### src/rtl/reset_cause_pkg.sv
// constants, register map and types for the reset-cause and start-up delay logic
// assumes a single 25 MHz clock that also serves as the oscillator period reference
package reset_cause_pkg;

  // ***************************************************************
  // timing
  // ***************************************************************
  localparam longint unsigned CLOCK_HZ      = 64'd25_000_000;
  localparam longint unsigned PWRT_TIME_MS  = 64'd72;
  localparam longint unsigned PWRT_CYCLES_L = (PWRT_TIME_MS * CLOCK_HZ + 64'd999) / 64'd1000;
  localparam int unsigned     PWRT_CYCLES   = int'(PWRT_CYCLES_L);
  localparam int unsigned     OST_PERIODS   = 1024;

  // ***************************************************************
  // register offsets (byte addresses, one 32-bit word each)
  // ***************************************************************
  localparam logic [7:0] OFS_POWER_STATUS = 8'h00;
  localparam logic [7:0] OFS_RESET_STATUS = 8'h04;
  localparam logic [7:0] OFS_IRQ_STATUS   = 8'h08;
  localparam logic [7:0] OFS_IRQ_CLEAR    = 8'h0c;
  localparam logic [7:0] OFS_IRQ_ENABLE   = 8'h10;
  localparam logic [7:0] OFS_PC_STATE     = 8'h14;

  // ***************************************************************
  // field positions
  // ***************************************************************
  localparam int BROWNOUT_BIT   = 0;
  localparam int POR_BIT        = 1;
  localparam int PDOWN_BIT      = 3;
  localparam int TOUT_BIT       = 4;
  localparam int PC_PENDING_BIT = 16;
  localparam int PC_HOLD_BIT    = 17;

  localparam int IRQ_SAG        = 0;
  localparam int IRQ_WD_RESET   = 1;
  localparam int IRQ_WAKE       = 2;
  localparam int IRQ_DELAY_DONE = 3;
  localparam int IRQ_W          = 4;

  localparam int PC_W = 13;

  // ***************************************************************
  // reset values and vectors
  // ***************************************************************
  localparam logic [1:0]      POWER_STATUS_RESET = 2'h0;
  localparam logic            TIMEOUT_RESET      = 1'b1;
  localparam logic            POWERDOWN_RESET    = 1'b1;
  localparam logic [IRQ_W-1:0] IRQ_ENABLE_RESET  = 4'h0;
  localparam logic [PC_W-1:0] RESET_VECTOR       = 13'h0000;
  localparam logic [PC_W-1:0] IRQ_VECTOR         = 13'h0004;

  // ***************************************************************
  // oscillator modes
  // ***************************************************************
  typedef enum logic [1:0] {
    low_power_crystal_mode  = 2'b00,
    standard_crystal_mode   = 2'b01,
    high_speed_crystal_mode = 2'b10,
    resistor_capacitor_osc  = 2'b11
  } osc_mode_e;

  function automatic logic is_crystal(input osc_mode_e mode);
    return mode != resistor_capacitor_osc;
  endfunction

endpackage

### src/rtl/startup_delay_if.sv
// carrier between the cause logic and the start-up delay timer
// assumes both ends share one clock
`timescale 1ns/1ns
interface startup_delay_if;
  logic start;
  logic use_pwrt;
  logic use_ost;
  logic busy;
  logic done;

  modport ctrl  (output start, output use_pwrt, output use_ost, input busy, input done);
  modport timer (input start, input use_pwrt, input use_ost, output busy, output done);
endinterface

### src/rtl/startup_delay_timer.sv
// power-up timer followed by oscillator start-up timer
// assumes start is a pulse or a held level; each start restarts the sequence
`timescale 1ns/1ns
module startup_delay_timer #(
  parameter int unsigned PWRT_CYCLES = reset_cause_pkg::PWRT_CYCLES,
  parameter int unsigned OST_CYCLES  = reset_cause_pkg::OST_PERIODS
) (
  // clock and reset
  input  wire logic      clock,
  input  wire logic      srst,
  // control
  startup_delay_if.timer dly
);

  localparam int CNT_W = $clog2(PWRT_CYCLES > OST_CYCLES ? PWRT_CYCLES : OST_CYCLES) + 1;

  if (PWRT_CYCLES < 1 || OST_CYCLES < 1) begin : bad_counts
    $error("delay counts must be at least one cycle");
  end

  typedef enum logic [1:0] {
    st_idle = 2'b00,
    st_pwrt = 2'b01,
    st_ost  = 2'b10
  } delay_state_e;

  delay_state_e     state;
  logic [CNT_W-1:0] count;
  logic             ost_after;

  // ***************************************************************
  // sequence
  // ***************************************************************
  always_ff @(posedge clock) begin
    if (srst) begin
      state     <= st_idle;
      count     <= '0;
      dly.busy  <= 1'b0;
      dly.done  <= 1'b0;
      ost_after <= 1'b0;
    end else begin
      dly.done <= 1'b0;
      if (dly.start) begin
        ost_after <= dly.use_ost;
        if (dly.use_pwrt) begin
          state    <= st_pwrt;
          count    <= CNT_W'(PWRT_CYCLES - 1);
          dly.busy <= 1'b1;
        end else if (dly.use_ost) begin
          state    <= st_ost;
          count    <= CNT_W'(OST_CYCLES - 1);
          dly.busy <= 1'b1;
        end else begin
          state    <= st_idle;
          dly.busy <= 1'b0;
          dly.done <= 1'b1;
        end
      end else begin
        case (state)
          st_pwrt: begin
            if (count == '0) begin
              if (ost_after) begin
                state <= st_ost;
                count <= CNT_W'(OST_CYCLES - 1);
              end else begin
                state    <= st_idle;
                dly.busy <= 1'b0;
                dly.done <= 1'b1;
              end
            end else begin
              count <= count - 1'b1;
            end
          end
          st_ost: begin
            if (count == '0) begin
              state    <= st_idle;
              dly.busy <= 1'b0;
              dly.done <= 1'b1;
            end else begin
              count <= count - 1'b1;
            end
          end
          default: begin
            state <= st_idle;
          end
        endcase
      end
    end
  end

endmodule // startup_delay_timer

### src/rtl/reset_cause_and_timeout_logic.sv
// reset-cause flags, program counter reload and start-up delay selection
// assumes event inputs synchronous to clock; srst acts as the power-on reset
//
// The Avalon-MM register port and the address map are this design's own decisions.
`timescale 1ns/1ns
module reset_cause_and_timeout_logic #(
  parameter bit          BROWNOUT_CAPABLE = 1'b1,
  parameter int unsigned PWRT_CYCLES      = reset_cause_pkg::PWRT_CYCLES,
  parameter int unsigned OST_CYCLES       = reset_cause_pkg::OST_PERIODS
) (
  // clock and reset
  input  wire logic                            clock,
  input  wire logic                            srst,
  // avalon-mm slave
  input  wire logic [7:0]                      address,
  input  wire logic                            read,
  input  wire logic                            write,
  input  wire logic [31:0]                     writedata,
  input  wire logic [3:0]                      byteenable,
  output logic      [31:0]                     readdata,
  output logic                                 waitrequest,
  // configuration
  input  wire logic [1:0]                      osc_mode,
  input  wire logic                            powerup_timer_enable,
  input  wire logic                            brownout_detect_enable,
  // reset and wake events
  input  wire logic                            supply_low,
  input  wire logic                            master_clear_pin,
  input  wire logic                            watchdog_timeout,
  input  wire logic                            irq_wake,
  input  wire logic                            in_sleep,
  input  wire logic                            global_irq_enable,
  input  wire logic                            instr_done,
  input  wire logic [reset_cause_pkg::PC_W-1:0] pc_current,
  // core side
  output logic                                 core_hold,
  output logic                                 pc_load,
  output logic      [reset_cause_pkg::PC_W-1:0] pc_value,
  output logic                                 timeout_flag,
  output logic                                 powerdown_flag,
  output logic                                 irq
);

  if (PWRT_CYCLES < 1 || OST_CYCLES < 1) begin : bad_counts
    $error("delay counts must be at least one cycle");
  end

  // ***************************************************************
  // state
  // ***************************************************************
  startup_delay_if dly ();

  logic                             brownout_flag;
  logic                             poweron_flag;
  logic                             por_pending;
  logic                             vector_pending;
  logic [reset_cause_pkg::IRQ_W-1:0] irq_status;
  logic [reset_cause_pkg::IRQ_W-1:0] irq_enable;
  logic                             ack;

  logic                             crystal;
  logic                             pwrt_on;
  logic                             sag_event;
  logic                             pin_clear;
  logic                             wd_reset;
  logic                             wd_wake;
  logic                             int_wake;
  logic                             any_wake;
  logic                             bus_write;
  logic                             bus_read;
  logic [reset_cause_pkg::IRQ_W-1:0] irq_set;
  logic [reset_cause_pkg::IRQ_W-1:0] irq_clr;
  logic [31:0]                      next_readdata;

  // ***************************************************************
  // event decode
  // ***************************************************************
  always_comb begin
    crystal    = reset_cause_pkg::is_crystal(reset_cause_pkg::osc_mode_e'(osc_mode));
    pwrt_on    = BROWNOUT_CAPABLE ? ~powerup_timer_enable : powerup_timer_enable;
    sag_event  = BROWNOUT_CAPABLE && brownout_detect_enable && supply_low && !por_pending;
    pin_clear  = master_clear_pin && !sag_event && !por_pending;
    wd_reset   = watchdog_timeout && !in_sleep && !pin_clear && !sag_event && !por_pending;
    wd_wake    = watchdog_timeout && in_sleep && !pin_clear && !sag_event && !por_pending;
    int_wake   = irq_wake && in_sleep && !watchdog_timeout && !pin_clear && !sag_event && !por_pending;
    any_wake   = wd_wake || int_wake;
  end

  // ***************************************************************
  // start-up delay control
  // ***************************************************************
  always_comb begin
    dly.start    = 1'b0;
    dly.use_pwrt = 1'b0;
    dly.use_ost  = 1'b0;
    if (por_pending) begin
      dly.start    = 1'b1;
      dly.use_pwrt = pwrt_on;
      dly.use_ost  = crystal;
    end else if (sag_event) begin
      dly.start    = 1'b1;
      dly.use_pwrt = 1'b1;
      dly.use_ost  = crystal;
    end else if (any_wake) begin
      dly.start    = crystal;
      dly.use_pwrt = 1'b0;
      dly.use_ost  = crystal;
    end
  end

  startup_delay_timer #(
    .PWRT_CYCLES (PWRT_CYCLES),
    .OST_CYCLES  (OST_CYCLES)
  ) startup_delay_timer_i (
    .clock (clock),
    .srst  (srst),
    .dly   (dly)
  );

  always_ff @(posedge clock) begin
    if (srst) begin
      por_pending <= 1'b1;
    end else begin
      por_pending <= 1'b0;
    end
  end

  always_ff @(posedge clock) begin
    if (srst) begin
      core_hold <= 1'b1;
    end else begin
      core_hold <= por_pending || sag_event || dly.start || dly.busy;
    end
  end

  // ***************************************************************
  // timeout and power-down flags
  // ***************************************************************
  always_ff @(posedge clock) begin
    if (srst) begin
      timeout_flag   <= reset_cause_pkg::TIMEOUT_RESET;
      powerdown_flag <= reset_cause_pkg::POWERDOWN_RESET;
    end else begin
      if (sag_event) begin
        timeout_flag   <= 1'b1;
        powerdown_flag <= 1'b1;
      end else if (pin_clear) begin
        if (in_sleep) begin
          timeout_flag   <= 1'b1;
          powerdown_flag <= 1'b0;
        end
      end else if (wd_reset) begin
        timeout_flag   <= 1'b0;
        powerdown_flag <= 1'b1;
      end else if (wd_wake) begin
        timeout_flag   <= 1'b0;
        powerdown_flag <= 1'b0;
      end else if (int_wake) begin
        timeout_flag   <= 1'b1;
        powerdown_flag <= 1'b0;
      end
    end
  end

  // ***************************************************************
  // program counter reload
  // ***************************************************************
  always_ff @(posedge clock) begin
    if (srst) begin
      pc_load        <= 1'b1;
      pc_value       <= reset_cause_pkg::RESET_VECTOR;
      vector_pending <= 1'b0;
    end else begin
      pc_load <= 1'b0;
      // reset to zero, wake to next
      if (sag_event || pin_clear || wd_reset || por_pending) begin
        pc_load        <= 1'b1;
        pc_value       <= reset_cause_pkg::RESET_VECTOR;
        vector_pending <= 1'b0;
      end else if (any_wake) begin
        pc_load        <= 1'b1;
        pc_value       <= pc_current + 1'b1;
        vector_pending <= int_wake && global_irq_enable;
      end else if (vector_pending && instr_done) begin
        pc_load        <= 1'b1;
        pc_value       <= reset_cause_pkg::IRQ_VECTOR;
        vector_pending <= 1'b0;
      end
    end
  end

  // ***************************************************************
  // avalon slave handshake
  // ***************************************************************
  always_comb begin
    bus_write = write && !waitrequest;
    bus_read  = read && !waitrequest;
  end

  always_ff @(posedge clock) begin
    if (srst) begin
      waitrequest <= 1'b1;
      ack         <= 1'b0;
    end else begin
      ack         <= (read || write) && waitrequest && !ack;
      waitrequest <= !((read || write) && waitrequest && !ack);
    end
  end

  always_comb begin
    next_readdata = 32'h0000_0000;
    case (address)
      reset_cause_pkg::OFS_POWER_STATUS: begin
        next_readdata[reset_cause_pkg::POR_BIT] = poweron_flag;
        next_readdata[reset_cause_pkg::BROWNOUT_BIT] = BROWNOUT_CAPABLE ? brownout_flag : 1'b0;
      end
      reset_cause_pkg::OFS_RESET_STATUS: begin
        next_readdata[reset_cause_pkg::TOUT_BIT]  = timeout_flag;
        next_readdata[reset_cause_pkg::PDOWN_BIT] = powerdown_flag;
      end
      reset_cause_pkg::OFS_IRQ_STATUS: begin
        next_readdata[reset_cause_pkg::IRQ_W-1:0] = irq_status;
      end
      reset_cause_pkg::OFS_IRQ_ENABLE: begin
        next_readdata[reset_cause_pkg::IRQ_W-1:0] = irq_enable;
      end
      reset_cause_pkg::OFS_PC_STATE: begin
        next_readdata[reset_cause_pkg::PC_W-1:0] = pc_value;
        next_readdata[reset_cause_pkg::PC_PENDING_BIT] = vector_pending;
        next_readdata[reset_cause_pkg::PC_HOLD_BIT]    = core_hold;
      end
      default: begin
        next_readdata = 32'h0000_0000;
      end
    endcase
  end

  always_ff @(posedge clock) begin
    if (srst) begin
      readdata <= 32'h0000_0000;
    end else if (read && waitrequest && !ack) begin
      readdata <= next_readdata;
    end else if (bus_read) begin
      readdata <= readdata;
    end else begin
      readdata <= 32'h0000_0000;
    end
  end

  // ***************************************************************
  // power status register
  // ***************************************************************
  always_ff @(posedge clock) begin
    if (srst) begin
      poweron_flag <= reset_cause_pkg::POWER_STATUS_RESET[reset_cause_pkg::POR_BIT];
    end else if (bus_write && address == reset_cause_pkg::OFS_POWER_STATUS && byteenable[0]) begin
      poweron_flag <= writedata[reset_cause_pkg::POR_BIT];
    end
  end

  always_ff @(posedge clock) begin
    if (srst) begin
      brownout_flag <= reset_cause_pkg::POWER_STATUS_RESET[reset_cause_pkg::BROWNOUT_BIT];
    end else if (sag_event) begin
      brownout_flag <= 1'b0;
    end else if (bus_write && address == reset_cause_pkg::OFS_POWER_STATUS && byteenable[0]) begin
      brownout_flag <= writedata[reset_cause_pkg::BROWNOUT_BIT];
    end
  end

  // ***************************************************************
  // interrupt status, clear and enable
  // ***************************************************************
  always_comb begin
    irq_set                                  = '0;
    irq_set[reset_cause_pkg::IRQ_SAG]        = sag_event;
    irq_set[reset_cause_pkg::IRQ_WD_RESET]   = wd_reset;
    irq_set[reset_cause_pkg::IRQ_WAKE]       = any_wake;
    irq_set[reset_cause_pkg::IRQ_DELAY_DONE] = dly.done;
    irq_clr = '0;
    if (bus_write && address == reset_cause_pkg::OFS_IRQ_CLEAR && byteenable[0]) begin
      irq_clr = writedata[reset_cause_pkg::IRQ_W-1:0];
    end
  end

  always_ff @(posedge clock) begin
    if (srst) begin
      irq_status <= '0;
    end else begin
      irq_status <= (irq_status & ~irq_clr) | irq_set;
    end
  end

  always_ff @(posedge clock) begin
    if (srst) begin
      irq_enable <= reset_cause_pkg::IRQ_ENABLE_RESET;
    end else if (bus_write && address == reset_cause_pkg::OFS_IRQ_ENABLE && byteenable[0]) begin
      irq_enable <= writedata[reset_cause_pkg::IRQ_W-1:0];
    end
  end

  always_ff @(posedge clock) begin
    if (srst) begin
      irq <= 1'b0;
    end else begin
      irq <= |(((irq_status & ~irq_clr) | irq_set) & irq_enable);
    end
  end

endmodule // reset_cause_and_timeout_logic

### config.mk
export PLATFORM = sky130hd
export DESIGN_NAME = reset_cause_and_timeout_logic
export DESIGN_NICKNAME = d
export VERILOG_FILES = /design/src/rtl/reset_cause_pkg.sv /design/src/rtl/startup_delay_if.sv /design/src/rtl/startup_delay_timer.sv /design/src/rtl/reset_cause_and_timeout_logic.sv
export SDC_FILE = /design/constraint.sdc
export NUM_CORES = 1
export LEC_CHECK = 0
export ABC_AREA = 0
export BUFFER_PORTS_ARGS = -buffer_cell sky130_fd_sc_hd__buf_2
export CAP_MARGIN = 20
export CELL_PAD_IN_SITES_DETAIL_PLACEMENT = 1
export CELL_PAD_IN_SITES_GLOBAL_PLACEMENT = 1
export CORE_UTILIZATION = 39
export CTS_BUF_LIST = sky130_fd_sc_hd__clkbuf_4
export DETAILED_ROUTE_END_ITERATION = 12
export GPL_TIMING_DRIVEN = 0
export PLACE_DENSITY_LB_ADDON = 0.1
export REMOVE_ABC_BUFFERS = 1
export SLEW_MARGIN = 30
export SYNTH_ARGS = -nofsm -noshare
export SYNTH_HDL_FRONTEND = slang
export SYNTH_SLANG_ARGS = --single-unit
### constraint.sdc
create_clock -name clock -period 2.8 [get_ports clock]
set_input_delay 0.56 -clock clock [delete_from_list [all_inputs] [get_ports clock]]
set_output_delay 0.56 -clock clock [all_outputs]
set_load 0.05 [all_outputs]
==> impl_metrics.yaml <==
run_status:
  status: "complete, no violations"
synthesis:
  synth_area_leaders: "dfxtp_1 38%, nor2_1 4.2%, buf_4 3.5%"
  synth_edf_count: 0
  yosys_most_used_dff: "dfxtp_1"
  syn_inst: 453
  synth_area_um2: 3910
  ys_ff_latch: 74
  yosysWarnings: 0
  yosysTopAreaCell: "dfxtp_1"
  ys_types: 69
  ys_seq_area_share_pct: 37.9
  synth_area_per_cell_um2: 8.64
  async_flop_share_pct: 0
  synth.top_cell.area_share_pct: 37.9
cts:
  clk_latency_ns: 0.46
  cts_tree: "done"
  cts_root_buffer: "clkbuf_4"
  htreeDepth: 3
  cts.sinks: 74
  cts-buffers-inserted: 9
  clk_pin_slew_worst_paths_ns: 0.13
  clockBufferDepth: 2
place:
  dp_hpwl_um: 8370
  port_buffers: 74
  gp_congestion: 0.815
timing:
  tns_ns: 0
  drv_slew: 0
  setup_viol: 0
  whs_ns: 0.306
  skew_ns: 0.0144
  tightest_slew_ns: 0.973
  hold_violations: 0
  timing.fmax_ghz: 0.390
  rsz0062_at_grt: "false"
  fin_crit_sh_pct: 91.6
  min_period_ns: 2.56
  relSlewSlack_pct: 35.0
detailed_routing:
  wl_um: 11500
  drt_iter0_drc: 92
  viasPerCell: 5.66
  dr.pass1.iters: 4
  via_count: 3727
  postRouteAntennaNets: 0
  route.detailed.wl_per_inst_um: 17.5
  drcViolationCount: 0
worst_setup_path:
  r2r_slack_ns: 0.24
  crit_fanout: 18
  startpoint_type: "flop"
  crit_path_end_kind: "flop"
  cp_data_arrival_time_ns: 2.93
  crit_type: "reg2reg"
  required_ns: 3.17
grt:
  grt_pass1_wl_um: 18100
  grt_overflow: 0
  grt_util_all_layers_pct: 22.8
  grt_antenna_before_repair: 0
  grt_max_degree: 54
  grt_pass1_vias: 3593
final_layout:
  register_area_um2: 1480
  area_delta_synth_final_pct: 14.2
  multi_input_area_um2: 2200
  antenna_cells: 0
  mostFrequentLayoutCells: "74 x dfxtp_1, 73 x buf_2, 43 x nor2_1, 35 x nand2_1, 22 x a21oi_1"
  nFillCells: 1212
  drive_gt1_share_pct: 22.8
  nets: 597
  layout_commonest_cell: "dfxtp_1"
pwr:
  p_per_area_nw_per_um2: 518
  power_leakage_uw: 0.00180
  ir_drop_v: 0.000200
die:
  rows: 36
  initial_utilization_pct: 40.2
  die_y_um: 102
  die_area_um2: 10400
  die_x_um: 102
  coreArea_um2: 9730
  io_pins: 123
job:
  maxCapViolations: 0
worst_hold_path:
  hold_class: "in2reg"
==> through the flow <==
step | worst slack (ns) | instances | instance area, µm² | power (µW) | utilization [%]
global route | 0.0765 | 659 | 4470 | 2430 | 45.9
finish | 0.236 | 659 | 4470 | 2320 | 45.9
CTS | 0.256 | 659 | 4470 | 2330 | 45.9
floorplan | 0.337 | 431 | 3720 | 1480 | -
global placement | -0.314 | 638 | 4260 | 1620 | 43.8
detailed placement | -0.116 | 639 | 4290 | 1640 | 44.1
==> sequential cells by signal, summed over array words and instances (netlist names), 2 cells and up <==
name and count:
startup_delay_timer_i.count 22, pc_value 13, startup_delay_timer_i.state 2, irq_status 4, irq_enable 4, readdata 15
==> logic make-up after synthesis <==
| group | count (synthesis) | synth area share, % |
|---|---|---|
| AO/OA/AOI/OAI | 136 | 26.1 |
| other | 1 | 0.0958 |
| buffers and inverters | 59 | 8.44 |
| multiplexers | 4 | 1.02 |
| adder cells (fa/ha/maj) | 4 | 1.28 |
| flip-flops | 74 | 37.9 |
| AND/OR/NAND/NOR | 164 | 22.7 |
| XOR/XNOR | 11 | 2.46 |
==> Yosys cell counts, drive strengths merged, types with 5 or more instances <==
| library cell | instances |
|---|---|
| a211oi | 7 |
| o21ai | 9 |
| a31oi | 13 |
| buf | 25 |
| nand3 | 13 |
| inv | 21 |
| and2 | 5 |
| nand2 | 36 |
| nor3 | 12 |
| a21oi | 23 |
| a22oi | 18 |
| nor2b | 6 |
| or4 | 5 |
| dfxtp | 74 |
| clkbuf | 13 |
| o2bb2ai | 12 |
| nor4 | 7 |
| a311oi | 8 |
| nand4 | 6 |
| and3 | 5 |
| nor2 | 44 |
| o32ai | 7 |
| or3 | 6 |
| a2bb2oi | 6 |
| xor2 | 5 |
| xnor2 | 6 |
==> per-layer routing <==
metal | track usage [%] | share of wire, % | up-vias
li1 | - | - | 1807
met1 | 27.0 | 45 | 1816
met2 | 40.5 | 49 | 88
met3 | 3.35 | 3.9 | 16
met4 | 10.8 | 2.2 | 0
met5 | 0 | 0 | -
==> worst max-delay path, cell delays in order (launching register included) <==
cell and delay, ns:
dfxtp_1 0.33, inv_1 0.09, ha_1 0.26, or4b_4 0.54
nor3_4 0.27, buf_4 0.20, a31o_4 0.31, nand2_1 0.19
a311oi_1 0.28
==> final timing paths <==
| kind | start | endpoint | cells after the start |
|---|---|---|---|
| setup / recovery | startup_delay_timer_i.count[0] | startup_delay_timer_i.count[1] | 8 |
| hold / removal | pc_current[0] | pc_value[0] | 2 |
| setup reg to reg | startup_delay_timer_i.count[0] | startup_delay_timer_i.count[1] | 8 |
| hold reg to reg | startup_delay_timer_i.count[20] | startup_delay_timer_i.count[20] | 2 |
==> repair_timing <==
action | CTS | global route
setup buffers | 4 | 0
hold buffers | 0 | 0
hold endpoints to repair | 0 | 0
gates resized for setup | 2 | 0
endpoints found under the setup margin | 9 | 0
==> area by class of cell <==
cell class                 instances  area share, %
sequential                        74           33.1
multi-input combinational        336           49.1
clock buffer                      11           1.85
inverter                          21           1.76
timing repair buffer              79           9.18
tap                              133           3.72
clock inverter                     5           1.23
==> power breakdown <==
| group | switching [µW] | internal (µW) |
|---|---|---|
| Combinational | 330 | 158 |
| Clock | 405 | 289 |
| Sequential | 40.8 | 1090 |
| Total | 775 | 1540 |
No activity file was read; power rests on OpenSTA's default activity.
